`config.mk`:
```
export PLATFORM = sky130hd
export DESIGN_NAME = motion_board_bus_glue
export DESIGN_NICKNAME = d
export VERILOG_FILES = /design/src/design/motion_glue_pkg.sv /design/src/design/bus_decode_if.sv /design/src/design/addr_latch_decode.sv /design/src/design/motion_board_bus_glue.sv
export SDC_FILE = /design/constraint.sdc
export NUM_CORES = 1
export LEC_CHECK = 0
export ABC_AREA = 1
export BUFFER_PORTS_ARGS = -buffer_cell sky130_fd_sc_hd__buf_2
export CORE_MARGIN = 2
export CORE_UTILIZATION = 55
export DETAILED_ROUTE_END_ITERATION = 6
export PLACE_DENSITY = 0.84
export SYNTH_ARGS = -nofsm -noshare
export SYNTH_HDL_FRONTEND = slang
export SYNTH_SLANG_ARGS = --single-unit
```
`constraint.sdc`:
```
create_clock -name sys_clk_i -period 2.7 [get_ports sys_clk_i]
set_input_delay 0.27 -clock sys_clk_i [delete_from_list [all_inputs] [get_ports sys_clk_i]]
set_output_delay 0.27 -clock sys_clk_i [all_outputs]
set_load 0.005 [all_outputs]
```
`src/design/motion_glue_pkg.sv`:
```
// Shared constants for the motion board bus glue.
package motion_glue_pkg;
  // Bus widths
  localparam int ADDR_HI_W   = 8;                        // High address port width
  localparam int PORT_W      = 8;                        // Multiplexed low port width
  localparam int ADDR_W      = ADDR_HI_W + PORT_W;        // Full address width
  localparam int CMD_W       = 5;                        // Host command lines
  localparam int SEL_W       = 3;                        // Motor drive selects
  localparam int TENS_W      = 8;                        // Tension counter width
  // Decoded addresses of the external ports
  localparam logic [15:0] OUT0_ADDR    = 16'h1000;       // First output register
  localparam logic [15:0] OUT1_ADDR    = 16'h1001;       // Second output register
  localparam logic [15:0] TENSION_ADDR = 16'h1002;       // Tension holding register
  // Field positions and reset values
  localparam int          HUB_LOCK_BIT = 4;              // Reel hub latch control bit
  localparam logic [7:0]  OUT_RST      = 8'h00;          // Output registers at reset
  // Timing: crystal 8 MHz, bus clock 2 MHz
  localparam int          XTAL_MHZ     = 8;              // Reference rate
  localparam int          BUS_MHZ      = 2;              // Derived bus clock rate
  localparam int          CLK_DIV      = XTAL_MHZ / BUS_MHZ;  // Divide ratio
  localparam logic [1:0]  DIV_LAST     = 2'(CLK_DIV - 1);     // Terminal count
  localparam logic [1:0]  DIV_HALF     = 2'(CLK_DIV / 2);     // High phase start
endpackage : motion_glue_pkg

```
`src/design/bus_decode_if.sv`:
```
// Decoded address and strobes passed from the decoder to the glue top.
`timescale 1ns/100ps
interface bus_decode_if;
  logic [15:0] addr_full;                     // Assembled address
  logic        out_reg0_write_strobe_n;       // First output register strobe
  logic        out_reg1_write_strobe_n;       // Second output register strobe
  logic        tension_read_strobe_n;         // Tension holding register strobe
  modport dec  (output addr_full, out_reg0_write_strobe_n, out_reg1_write_strobe_n,
                output tension_read_strobe_n);
  modport user (input addr_full, out_reg0_write_strobe_n, out_reg1_write_strobe_n,
                input tension_read_strobe_n);
endinterface : bus_decode_if

```
`src/design/addr_latch_decode.sv`:
```
// Low address latch and address decoder for the multiplexed bus.
`timescale 1ns/100ps
module addr_latch_decode
  import motion_glue_pkg::*;
(
  // Clock and reset
  input  wire logic               sys_clk_i,
  input  wire logic               sys_rst_i,
  // Synchronised processor pins
  input  wire logic [7:0]         addr_hi_i,
  input  wire logic [7:0]         low_port_i,
  input  wire logic               addr_phase_strobe_i,
  input  wire logic               rw_i,
  // Decoded results
  bus_decode_if.dec               dec
);
  logic [7:0] addr_lo_reg;                    // Held low address byte
  logic [7:0] addr_lo_next;
  logic [7:0] addr_lo;                        // Transparent latch output
  logic [2:0] strb_reg;                       // Active-low strobes
  logic [2:0] strb_next;

  // Match of assembled address against one decode slot
  function automatic logic hit(input logic [15:0] a, input logic [15:0] slot);
    return a == slot;
  endfunction : hit

  // Transparent while the strobe is high, holds after it falls
  always_comb
  begin
    addr_lo_next = addr_phase_strobe_i ? low_port_i : addr_lo_reg;
    addr_lo      = addr_phase_strobe_i ? low_port_i : addr_lo_reg;
  end

  // Strobes only in the data phase, so address bytes never fire them
  always_comb
  begin
    strb_next = 3'b111;
    if (!addr_phase_strobe_i)
    begin
      strb_next[0] = !(hit({addr_hi_i, addr_lo}, OUT0_ADDR) && !rw_i);
      strb_next[1] = !(hit({addr_hi_i, addr_lo}, OUT1_ADDR) && !rw_i);
      strb_next[2] = !(hit({addr_hi_i, addr_lo}, TENSION_ADDR) && rw_i);
    end
  end

  // Register the latch and strobes
  always_ff @(posedge sys_clk_i)
  begin
    if (sys_rst_i)
    begin
      addr_lo_reg <= 8'h00;
      strb_reg    <= 3'b111;
    end
    else
    begin
      addr_lo_reg <= addr_lo_next;
      strb_reg    <= strb_next;
    end
  end

  // High port supplies the upper byte, latch the lower
  assign dec.addr_full               = {addr_hi_i, addr_lo_reg};
  assign dec.out_reg0_write_strobe_n = strb_reg[0];
  assign dec.out_reg1_write_strobe_n = strb_reg[1];
  assign dec.tension_read_strobe_n   = strb_reg[2];

  property p_lo_pass;
    @(posedge sys_clk_i) disable iff (sys_rst_i)
    addr_phase_strobe_i |=> addr_lo_reg == $past(low_port_i);
  endproperty
  a_lo_pass: assert property (p_lo_pass) else $error("low latch not transparent");

  property p_lo_hold;
    @(posedge sys_clk_i) disable iff (sys_rst_i)
    !addr_phase_strobe_i |=> $stable(addr_lo_reg);
  endproperty
  a_lo_hold: assert property (p_lo_hold) else $error("low latch not holding");

  property p_wr0_cause;
    @(posedge sys_clk_i) disable iff (sys_rst_i)
    $fell(dec.out_reg0_write_strobe_n) |->
      $past(!rw_i) && $past(!addr_phase_strobe_i) && dec.addr_full == OUT0_ADDR;
  endproperty
  a_wr0_cause: assert property (p_wr0_cause) else $error("bad write strobe");

  // Read strobe only for a read at the full assembled tension address
  property p_rd_cause;
    @(posedge sys_clk_i) disable iff (sys_rst_i)
    $fell(dec.tension_read_strobe_n) |->
      $past(rw_i) && $past(!addr_phase_strobe_i) && dec.addr_full == TENSION_ADDR;
  endproperty
  a_rd_cause: assert property (p_rd_cause) else $error("bad read strobe");
endmodule : addr_latch_decode

```
`src/design/motion_board_bus_glue.sv`:
```
// Glue logic around the motion processor: bus demux, decode, ports, clock.
// Operation
// Address high byte plus latched low byte
// Low port doubles as data; strobe marks phases
// Latch passes while strobe high, holds after
// Divide reference by four for bus clock
// Write strobes decoded per register, write only
// First write strobe loads register; bit4 hub
// Read strobe captures tension counts, drives bus
// Serial lines always enabled, fixed baud rate
// Motor words go out with controller select
// Go strobe captures five host command lines
// Busy to host from executive-controlled flop
// Speed reached signalled toward executive processor
// Output registers clear on reset
`timescale 1ns/100ps
module motion_board_bus_glue
  import motion_glue_pkg::*;
(
  // Clock and reset
  input  wire logic                   sys_clk_i,
  input  wire logic                   sys_rst_i,
  // Processor multiplexed bus
  input  wire logic [ADDR_HI_W-1:0]   addr_hi_i,
  input  wire logic [PORT_W-1:0]      low_port_i,
  output logic      [PORT_W-1:0]      low_port_o,
  output logic                        low_port_oe_n_o,
  input  wire logic                   addr_phase_strobe_i,
  input  wire logic                   rw_i,
  output logic                        bus_clock_out_o,
  // External ports
  output logic      [7:0]             out_reg0_o,
  output logic      [7:0]             out_reg1_o,
  output logic                        hub_lock_o,
  input  wire logic [TENS_W-1:0]      tension_count_i,
  // Serial lines between processors
  input  wire logic                   motion_txd_i,
  output logic                        exec_rxd_o,
  input  wire logic                   exec_txd_i,
  output logic                        motion_rxd_o,
  // Motor drive synchronous link
  input  wire logic                   motor_sck_i,
  input  wire logic                   motor_mosi_i,
  input  wire logic [SEL_W-1:0]       motor_sel_n_i,
  output logic                        motor_sck_o,
  output logic                        motor_mosi_o,
  output logic      [SEL_W-1:0]       motor_sel_n_o,
  // Host command and status
  input  wire logic [CMD_W-1:0]       host_cmd_i,
  input  wire logic                   host_go_strobe_i,
  output logic      [CMD_W-1:0]       host_cmd_buf_o,
  input  wire logic                   busy_set_i,
  input  wire logic                   busy_clr_i,
  output logic                        host_busy_flag_o,
  input  wire logic                   speed_ok_i,
  output logic                        speed_reached_o
);
  import motion_glue_pkg::*;

  localparam int SW = ADDR_HI_W + PORT_W + TENS_W + SEL_W + CMD_W + 10;  // Synced pin count
  // All pins but clock and reset come from other chips, so every one crosses two flops
  logic [SW-1:0] sync1_reg;                   // First stage, read only by second
  logic [SW-1:0] sync2_reg;                   // Second stage, safe to use
  logic [7:0]    s_hi, s_port;
  logic [TENS_W-1:0] s_tens;
  logic [SEL_W-1:0]  s_sel;
  logic [CMD_W-1:0]  s_cmd;
  logic s_as, s_rw, s_txm, s_txe, s_sck, s_mosi, s_go, s_bset, s_bclr, s_spd;

  always_ff @(posedge sys_clk_i)
  begin
    sync1_reg <= {addr_hi_i, low_port_i, tension_count_i, motor_sel_n_i, host_cmd_i,
                  addr_phase_strobe_i, rw_i, motion_txd_i, exec_txd_i, motor_sck_i,
                  motor_mosi_i, host_go_strobe_i, busy_set_i, busy_clr_i, speed_ok_i};
    sync2_reg <= sync1_reg;
  end
  // Unpack in the same order as packed, widths match exactly
  assign {s_hi, s_port, s_tens, s_sel, s_cmd, s_as, s_rw, s_txm, s_txe, s_sck, s_mosi,
          s_go, s_bset, s_bclr, s_spd} = sync2_reg;

  // Address latch and decoder
  bus_decode_if dif ();
  addr_latch_decode u_dec (
    .sys_clk_i           (sys_clk_i),
    .sys_rst_i           (sys_rst_i),
    .addr_hi_i           (s_hi),
    .low_port_i          (s_port),
    .addr_phase_strobe_i (s_as),
    .rw_i                (s_rw),
    .dec                 (dif.dec)
  );

  // Divider state and port registers
  logic [1:0] div_reg, div_next;              // Reference divider
  logic       bclk_reg, bclk_next;            // Bus clock output
  logic [7:0] out0_reg, out0_next;            // First output register
  logic [7:0] out1_reg, out1_next;            // Second output register
  logic [7:0] tens_reg, tens_next;            // Tension holding register
  logic       oe_n_reg, oe_n_next;            // Low port drive enable
  logic [2:0] strb_d_reg;                     // Strobes one cycle ago
  logic [CMD_W-1:0] cmd_reg, cmd_next;        // Host command buffer
  logic       go_d_reg;                       // Go strobe one cycle ago
  logic       busy_reg, busy_next;            // Busy flop toward host
  logic       spd_reg, spd_next;              // Speed reached flag
  logic       ser_m_reg, ser_e_reg;           // Serial pass-through flops
  logic       sck_reg, mosi_reg;              // Motor link data and clock
  logic [SEL_W-1:0] sel_reg;                  // Motor controller selects
  logic       wr0_fall, wr1_fall, rd_fall;

  assign wr0_fall = strb_d_reg[0] && !dif.out_reg0_write_strobe_n;
  assign wr1_fall = strb_d_reg[1] && !dif.out_reg1_write_strobe_n;
  assign rd_fall  = strb_d_reg[2] && !dif.tension_read_strobe_n;

  // Next-state logic for every port and flag except the serial and motor pass-throughs
  always_comb
  begin
    // Square wave, high for the second half of each divide cycle
    div_next  = (div_reg == DIV_LAST) ? 2'b00 : div_reg + 2'b01;
    bclk_next = (div_next >= DIV_HALF);
    // Data phase byte, or the tension count for a read, is loaded on the strobe's falling edge
    out0_next = wr0_fall ? s_port : out0_reg;
    out1_next = wr1_fall ? s_port : out1_reg;
    tens_next = rd_fall  ? s_tens : tens_reg;
    // Drive the shared port only during the read data phase
    oe_n_next = dif.tension_read_strobe_n;
    cmd_next  = (s_go && !go_d_reg) ? s_cmd : cmd_reg;
    // Set wins over clear so a late set is not lost
    busy_next = s_bset ? 1'b1 : (s_bclr ? 1'b0 : busy_reg);
    spd_next  = s_spd;
  end

  // Registers
  always_ff @(posedge sys_clk_i)
  begin
    if (sys_rst_i)
    begin
      div_reg    <= 2'b00;
      bclk_reg   <= 1'b0;
      out0_reg   <= OUT_RST;
      out1_reg   <= OUT_RST;
      tens_reg   <= 8'h00;
      oe_n_reg   <= 1'b1;
      strb_d_reg <= 3'b111;
      cmd_reg    <= '0;
      go_d_reg   <= 1'b0;
      busy_reg   <= 1'b0;
      spd_reg    <= 1'b0;
      ser_m_reg  <= 1'b1;
      ser_e_reg  <= 1'b1;
      sck_reg    <= 1'b0;
      mosi_reg   <= 1'b0;
      sel_reg    <= '1;
    end
    else
    begin
      div_reg    <= div_next;
      bclk_reg   <= bclk_next;
      out0_reg   <= out0_next;
      out1_reg   <= out1_next;
      tens_reg   <= tens_next;
      oe_n_reg   <= oe_n_next;
      strb_d_reg <= {dif.tension_read_strobe_n, dif.out_reg1_write_strobe_n,
                     dif.out_reg0_write_strobe_n};
      cmd_reg    <= cmd_next;
      go_d_reg   <= s_go;
      busy_reg   <= busy_next;
      spd_reg    <= spd_next;
      // No gating: the serial path is always open
      ser_m_reg  <= s_txm;
      ser_e_reg  <= s_txe;
      // Select moves in the same cycle as clock and data
      sck_reg    <= s_sck;
      mosi_reg   <= s_mosi;
      sel_reg    <= s_sel;
    end
  end

  // Outputs straight from flops
  assign bus_clock_out_o  = bclk_reg;
  assign out_reg0_o       = out0_reg;
  assign out_reg1_o       = out1_reg;
  assign hub_lock_o       = out0_reg[HUB_LOCK_BIT];
  assign low_port_o       = tens_reg;
  assign low_port_oe_n_o  = oe_n_reg;
  assign exec_rxd_o       = ser_m_reg;
  assign motion_rxd_o     = ser_e_reg;
  assign motor_sck_o      = sck_reg;
  assign motor_mosi_o     = mosi_reg;
  assign motor_sel_n_o    = sel_reg;
  assign host_cmd_buf_o   = cmd_reg;
  assign host_busy_flag_o = busy_reg;
  assign speed_reached_o  = spd_reg;

  property p_bclk_period;
    @(posedge sys_clk_i) disable iff (sys_rst_i)
    $rose(bclk_reg) |-> ##4 $rose(bclk_reg);
  endproperty
  a_bclk_period: assert property (p_bclk_period) else $error("bus clock not /4");

  property p_out0_load;
    @(posedge sys_clk_i) disable iff (sys_rst_i)
    $fell(dif.out_reg0_write_strobe_n) |=> out0_reg == $past(s_port);
  endproperty
  a_out0_load: assert property (p_out0_load) else $error("reg0 not loaded");

  property p_tens_cap;
    @(posedge sys_clk_i) disable iff (sys_rst_i)
    $fell(dif.tension_read_strobe_n) |=> tens_reg == $past(s_tens) && !low_port_oe_n_o;
  endproperty
  a_tens_cap: assert property (p_tens_cap) else $error("tension not captured");

  property p_drive_read;
    @(posedge sys_clk_i) disable iff (sys_rst_i)
    !low_port_oe_n_o |-> $past(!dif.tension_read_strobe_n);
  endproperty
  a_drive_read: assert property (p_drive_read) else $error("port driven off read");

  property p_cmd_cap;
    @(posedge sys_clk_i) disable iff (sys_rst_i)
    (s_go && !go_d_reg) |=> host_cmd_buf_o == $past(s_cmd);
  endproperty
  a_cmd_cap: assert property (p_cmd_cap) else $error("command not buffered");

  property p_busy;
    @(posedge sys_clk_i) disable iff (sys_rst_i)
    s_bset |=> host_busy_flag_o ##1 (host_busy_flag_o || $past(s_bclr && !s_bset));
  endproperty
  a_busy: assert property (p_busy) else $error("busy not set");

  property p_speed;
    @(posedge sys_clk_i) disable iff (sys_rst_i)
    $rose(speed_ok_i) |-> ##3 speed_reached_o;
  endproperty
  a_speed: assert property (p_speed) else $error("speed reached late");

  property p_reset_clear;
    @(posedge sys_clk_i)
    sys_rst_i |=> out0_reg == OUT_RST && out1_reg == OUT_RST && !hub_lock_o;
  endproperty
  a_reset_clear: assert property (p_reset_clear) else $error("outputs not cleared");
endmodule : motion_board_bus_glue

```
* Word level (Yosys, flattened, before mapping) *
Index checks and enable logic that the tools add are counted.

storage, ports and cells
  bits in read-only memories = 0
  RAM bits = 0
  memories = 0
  output and inout bits = 41
  bits in registers = 141
  word-level logic and storage cells = 47
  latch bits = 0
  bits of input ports = 44

cells by class
  muxes and demuxes = 4
  magnitude comparators = 1
  reduce and logical (&&, ||, !) cells = 17
  eq/ne operators = 4
  shift operators = 0
  bitwise operators = 0
  div/mod/pow operators = 0
  add/subtract/negate cells = 1
  $mul = 0

operators by type and width
  operator                                                           number
  16-bit by 13-bit == test with 1-bit output, second input constant  3
  1-bit zero test                                                    8
  8-bit 2-to-1 mux                                                   1
  1-bit logical AND                                                  7
  2-bit by 1-bit adder with 2-bit output, second input constant      1
  2-bit == test, second input constant                               1
  2-bit greater-or-equal comparator, second input constant           1
  1-bit 2-to-1 mux                                                   2
  2-bit 2-to-1 mux                                                   1
  2-bit nonzero test                                                 1
  2-bit OR reduction                                                 1

* Longest topological paths before layout *
  depth after elaboration = 4
  gate-level depth with buffers = 8
  depth with buffers taken out = 6

* By module *
A second synthesis with hierarchy kept.

second synthesis, totals
  cell total of the unflattened synthesis = 394
  area, all modules = 3,910.0 µm²

modules (own cells, without submodules)
  module                 area each (µm²)  cells each  times used
  motion_board_bus_glue  3,348.2          308         1
  addr_latch_decode      561.8            86          1

* Worst setup path before layout *
OpenSTA, ideal clock, no wires.

  path kind = reg2reg
  start point = register sync2_reg[9]
  end point = register u_dec.strb_reg[2]
  required time = 2,579 ps
  setup time = 121 ps
  slack = 1,687 ps
  period minus slack after synthesis = 1,013 ps
  stages on the path, launching flop included = 9
  buffers on the path = 2
  arrival = 893 ps
  cells stage by stage = dfxtp_1 -> buf_6 -> inv_4 -> buf_12 -> nand2_1 -> nand2_2 -> nand2_2 -> nor2_1 -> nand2_1

on the way
  cells in the longest elaborated chain, start to end = 4
  elaborated cells on any way between the ends = 5
  those cells by class = 1 x eq/ne; 1 x mux; 3 x reduce/logical

RTL lines
  item                                        line                         source
  from (decl)                                 motion_board_bus_glue.sv:63  logic [SW-1:0] sync2_reg;
  from (signal assigned)                      motion_board_bus_glue.sv:75  sync2_reg <= sync1_reg;
  8-bit 2-to-1 mux                            addr_latch_decode.sv:32      addr_lo = addr_phase_strobe_i ? low_port_i : addr_lo_reg;
  16-bit by 13-bit == test with 1-bit output  addr_latch_decode.sv:25      return a == slot;
  1-bit logical AND                           addr_latch_decode.sv:43      strb_next[2] = !(hit({addr_hi_i, addr_lo}, TENSION_ADDR) && rw_i);
  1-bit zero test                             addr_latch_decode.sv:43
  to (signal assigned)                        addr_latch_decode.sv:58      strb_reg <= strb_next;
  to (decl)                                   addr_latch_decode.sv:20      logic [2:0] strb_reg;

Several ways; a longest one is shown, not always the timed one.
A chain may end at the register's enable or synchronous reset.

* Final worst setup path *
  start point = register busy_reg (netlist: host_busy_flag_o)
  end point = output port host_busy_flag_o

RTL lines
  item                    line                          source
  from (decl)             motion_board_bus_glue.sv:103  logic busy_reg, busy_next;
  from (signal assigned)  motion_board_bus_glue.sv:166  busy_reg <= busy_next;
  to (decl)               motion_board_bus_glue.sv:54   output logic host_busy_flag_o,

No word-level cell between the ends.

==> summary.md <==
* **outcome** completed
* **remaining design rule violation count** 0
* **required time worst endpoint** 2.43 ns
* **buffer count from post-CTS setup fixing** 0
* **antenna cells** 0
* **critical path capture point type** output pin
* **Max Root-Sink Buffers** 2
* **Avg Cell Area, Syn** 11.22 µm²
* **Clock power frac** 50.4%
* **top post-synthesis cells by area** sky130_fd_sc_hd__dfxtp_1 (76%), sky130_fd_sc_hd__nor2_1 (6.5%), sky130_fd_sc_hd__o21ai_0 (4.2%)
* **clock edge transition at the registers on the reported setup and hold paths** 0.06 ns
* **pin count of the biggest net entering global routing** 21
* **Final GP Congestion** 0.8352
* **fraction of the yosys area taken by sequential cells** 76.06%
* **die height** 85.56 µm
* **root buffer selected by CTS** sky130_fd_sc_hd__clkbuf_8
* **TritonCTS clock tree** built
* **setup TNS after final layout** 0 ns
* **Worst Max-Slew Pin Slew** 0.4796 ns
* **GR Overflow Total** 0
* **xor/xnor cell area share of the yosys netlist** 0%
* **layout-stage area growth over the synthesis result** 41.11%
* **Die X-Extent** 85.56 µm
* **Levels on crit path** 1
* **synthesized net count** 371
* **post-synthesis adder-cell area fraction** 0.3420%
* **Fmax** 777.9 MHz
* **fraction of the cycle the final worst path needs** 47.61%
* **Avg WL per Cell** 13.31 µm
* **worst slew margin relative to its limit** 67.99%
* **Psw** 0.9172 mW
* **Max Clock Skew** 0.01344 ns
* **Initial Util** 57.29%
* **fraction of final layout cells sized beyond drive strength 1** 27.85%
* **count of boundary I/O pins** 85
* **arrival time of the worst setup path** 1.02 ns
* **area fraction in and, or, nand and nor cells after synthesis** 12.52%
* **global-route track usage on met1** 23.20%
* **cells resized by post-CTS repair** 0
* **number of antenna violations at the first check in global routing** 0
* **total detailed-routing wirelength** 7.332 mm
* **Crit path max-delay family** flip-flops
* **switching power as a share of total power** 19.30%
* **ratio of routed vias to standard cells** 4.662
* **worst setup margin** 1.414 ns
* **net count reported at finish** 507
* **Leakage Power** 2.434 nW
* **utilization after layout** 80.84%
* **Total GRT Usage** 21.64%
* **Final min period** 1.286 ns
* **port bufs** 84
* **share of the synthesized area in the top cell type** 76.06%
* **largest driver fanout on the critical path** 2
* **first-pass GRT wire length** 11.78 mm
* **Initial DRC Count** 102
* **Worst Hold Slack** 0.1437 ns
* **R2R depth** 6
* **Crit path largest cell delay** 0.37 ns
* **Startpoint Class** flip-flop
* **Gate power share** 3.8%
* **maximum resistive drop on vdd** 0.0006731 V
* **cells traversed along the worst timing path** buf_2
* **final antenna-violating net count** 0
* **Post-synth EDFFs** 0
* **Synth async-reset ratio** 0%
* **met2 demand-to-capacity share in global routing** 37.57%
* **count of buffering cells on the critical path with inverters included** 1
* **combinational family with the most area after synthesis** simple AND/OR/NAND/NOR gates
* **PD cells** 920.5 mW/mm²
* **site row count** 29
* **number of cells on the worst hold path** 2
* **Hold Vio Cnt, Final** 0
* **most used flip-flop cell after synthesis** sky130_fd_sc_hd__dfxtp_1
* **area fraction in compound gates after synthesis** 6.019%
* **first-pass detailed-route iteration total** 4
* **mux contribution to synthesized area** 0%
* **CTS Buf Count** 17
* **post-synthesis sequential element count** 139
* **type of the setup path with the least slack** reg2out
* **core region area** 0.006386 mm²
* **largest area contributor in the synthesized netlist** sky130_fd_sc_hd__dfxtp_1
* **path category of the worst min-delay check** in2reg
* **Yosys warning count** 0
* **count of max-cap constraint violations** 0
* **Clock Latency Late Sink** 0.51 ns
* **global routing's busiest layer** met2
* **overall die area** 0.007321 mm²
* **internal power** 3.835 mW
* **grt met3 use** 7.315%
* **detailed-placement wirelength estimate** 3.968 mm
* **Max H-tree Level** 4
* **RSZ-0062 raised after global routing** no
* **Num Clock Sinks** 139
* **part of the power in registers** 45.8%
* **post-synthesis instance area** 0.003659 mm²
* **via count of the first global-routing pass** 2658
* **total vias in the final route** 2569
* **number of pins with negative max-slew slack in the final report** 0
* **endpoints failing setup** 0
* **cell count after synthesis** 326
* **count of cell types in the netlist** 22
* **Critical Path Slowest Stage Cell** sky130_fd_sc_hd__dfxtp_1
* **worst slack, placed** 1.263 ns
==> per-stage QoR <==
stage	cell area, µm²	cells	power (mW)
5_1_grt	5162	551	4.902
3_3_place_gp	4109	478	2.335
2_1_floorplan	3659	326	2.282
4_1_cts	5162	551	4.764
6_report	5162	551	4.752
3_5_place_dp	4109	478	2.343
==> final timing paths <==
check                                 startpoint              endpoint  slack (ns)
worst min-delay path                   sys_rst_i  u_dec.addr_lo_reg[0]        0.14
worst max register to register      sync2_reg[9]     u_dec.strb_reg[1]        1.49
worst min register to register     sync1_reg[20]         sync2_reg[20]        0.32
worst max-delay path            host_busy_flag_o      host_busy_flag_o        1.41
==> cell type report <==
| type | count | area (µm²) |
|---|---|---|
| Clock inverter | 10 | 163.9 |
| Tap cell | 77 | 96.34 |
| Clock buffer | 21 | 469.2 |
| Inverter | 29 | 111.4 |
| Fill cell | 365 | 1224 |
| Sequential cell | 139 | 2783 |
| Multi-Input combinational cell | 148 | 690.7 |
| Timing Repair Buffer | 127 | 848.3 |
==> cell families after synthesis <==
kind of cell | Yosys count
adder cells (fa/ha/maj) | 1
AND/OR/NAND/NOR | 104
flip-flops | 139
AO/OA/AOI/OAI | 43
buffers and inverters | 39
==> synth_stat cells (all sizes together), types with 2 or more instances <==
library cell / instances
clkbuf: 2
a211oi: 2
nor3: 3
o21ai: 31
nand3: 3
or2: 5
dfxtp: 139
nand2: 29
a21oi: 10
inv: 29
buf: 8
nor2: 63
==> placed cells by master, fill, tap and decap left out, types with 2 or more instances in the layout <==
| cell type | n |
|---|---|
| sky130_fd_sc_hd__or2_2 | 5 |
| sky130_fd_sc_hd__a211oi_1 | 2 |
| sky130_fd_sc_hd__a21oi_1 | 10 |
| sky130_fd_sc_hd__bufinv_16 | 4 |
| sky130_fd_sc_hd__inv_1 | 28 |
| sky130_fd_sc_hd__dfxtp_1 | 139 |
| sky130_fd_sc_hd__clkbuf_16 | 16 |
| sky130_fd_sc_hd__nand2_2 | 6 |
| sky130_fd_sc_hd__dlygate4sd3_1 | 42 |
| sky130_fd_sc_hd__clkbuf_8 | 5 |
| sky130_fd_sc_hd__clkinvlp_4 | 4 |
| sky130_fd_sc_hd__o21ai_0 | 31 |
| sky130_fd_sc_hd__buf_2 | 84 |
| sky130_fd_sc_hd__nand3_1 | 2 |
| sky130_fd_sc_hd__nor2_1 | 63 |
| sky130_fd_sc_hd__nor3_2 | 2 |
| sky130_fd_sc_hd__nand2_1 | 22 |
==> timing repair <==
| action | in CTS | in global routing |
|---|---|---|
| endpoints found under the setup margin | 0 | 0 |
| hold buffers | 42 | 0 |
| endpoints found under the hold margin | 42 | 0 |
==> layer usage <==
layer,wire [µm],share of wire (%)
met5,0,0
met4,154,2.1
met3,409,5.6
met2,3802,52
met1,2965,40
==> power groups by stage <==
stage                     logic (mW)  registers (mW)  clock network, mW
after floorplan               0.0725            2.21                  0
after global placement         0.120            2.22                  0
after detailed placement       0.125            2.22                  0
after CTS                      0.175            2.18               2.41
after global routing           0.199            2.18               2.52
final                          0.179            2.18               2.40
(Power assumes the default switching activity.)
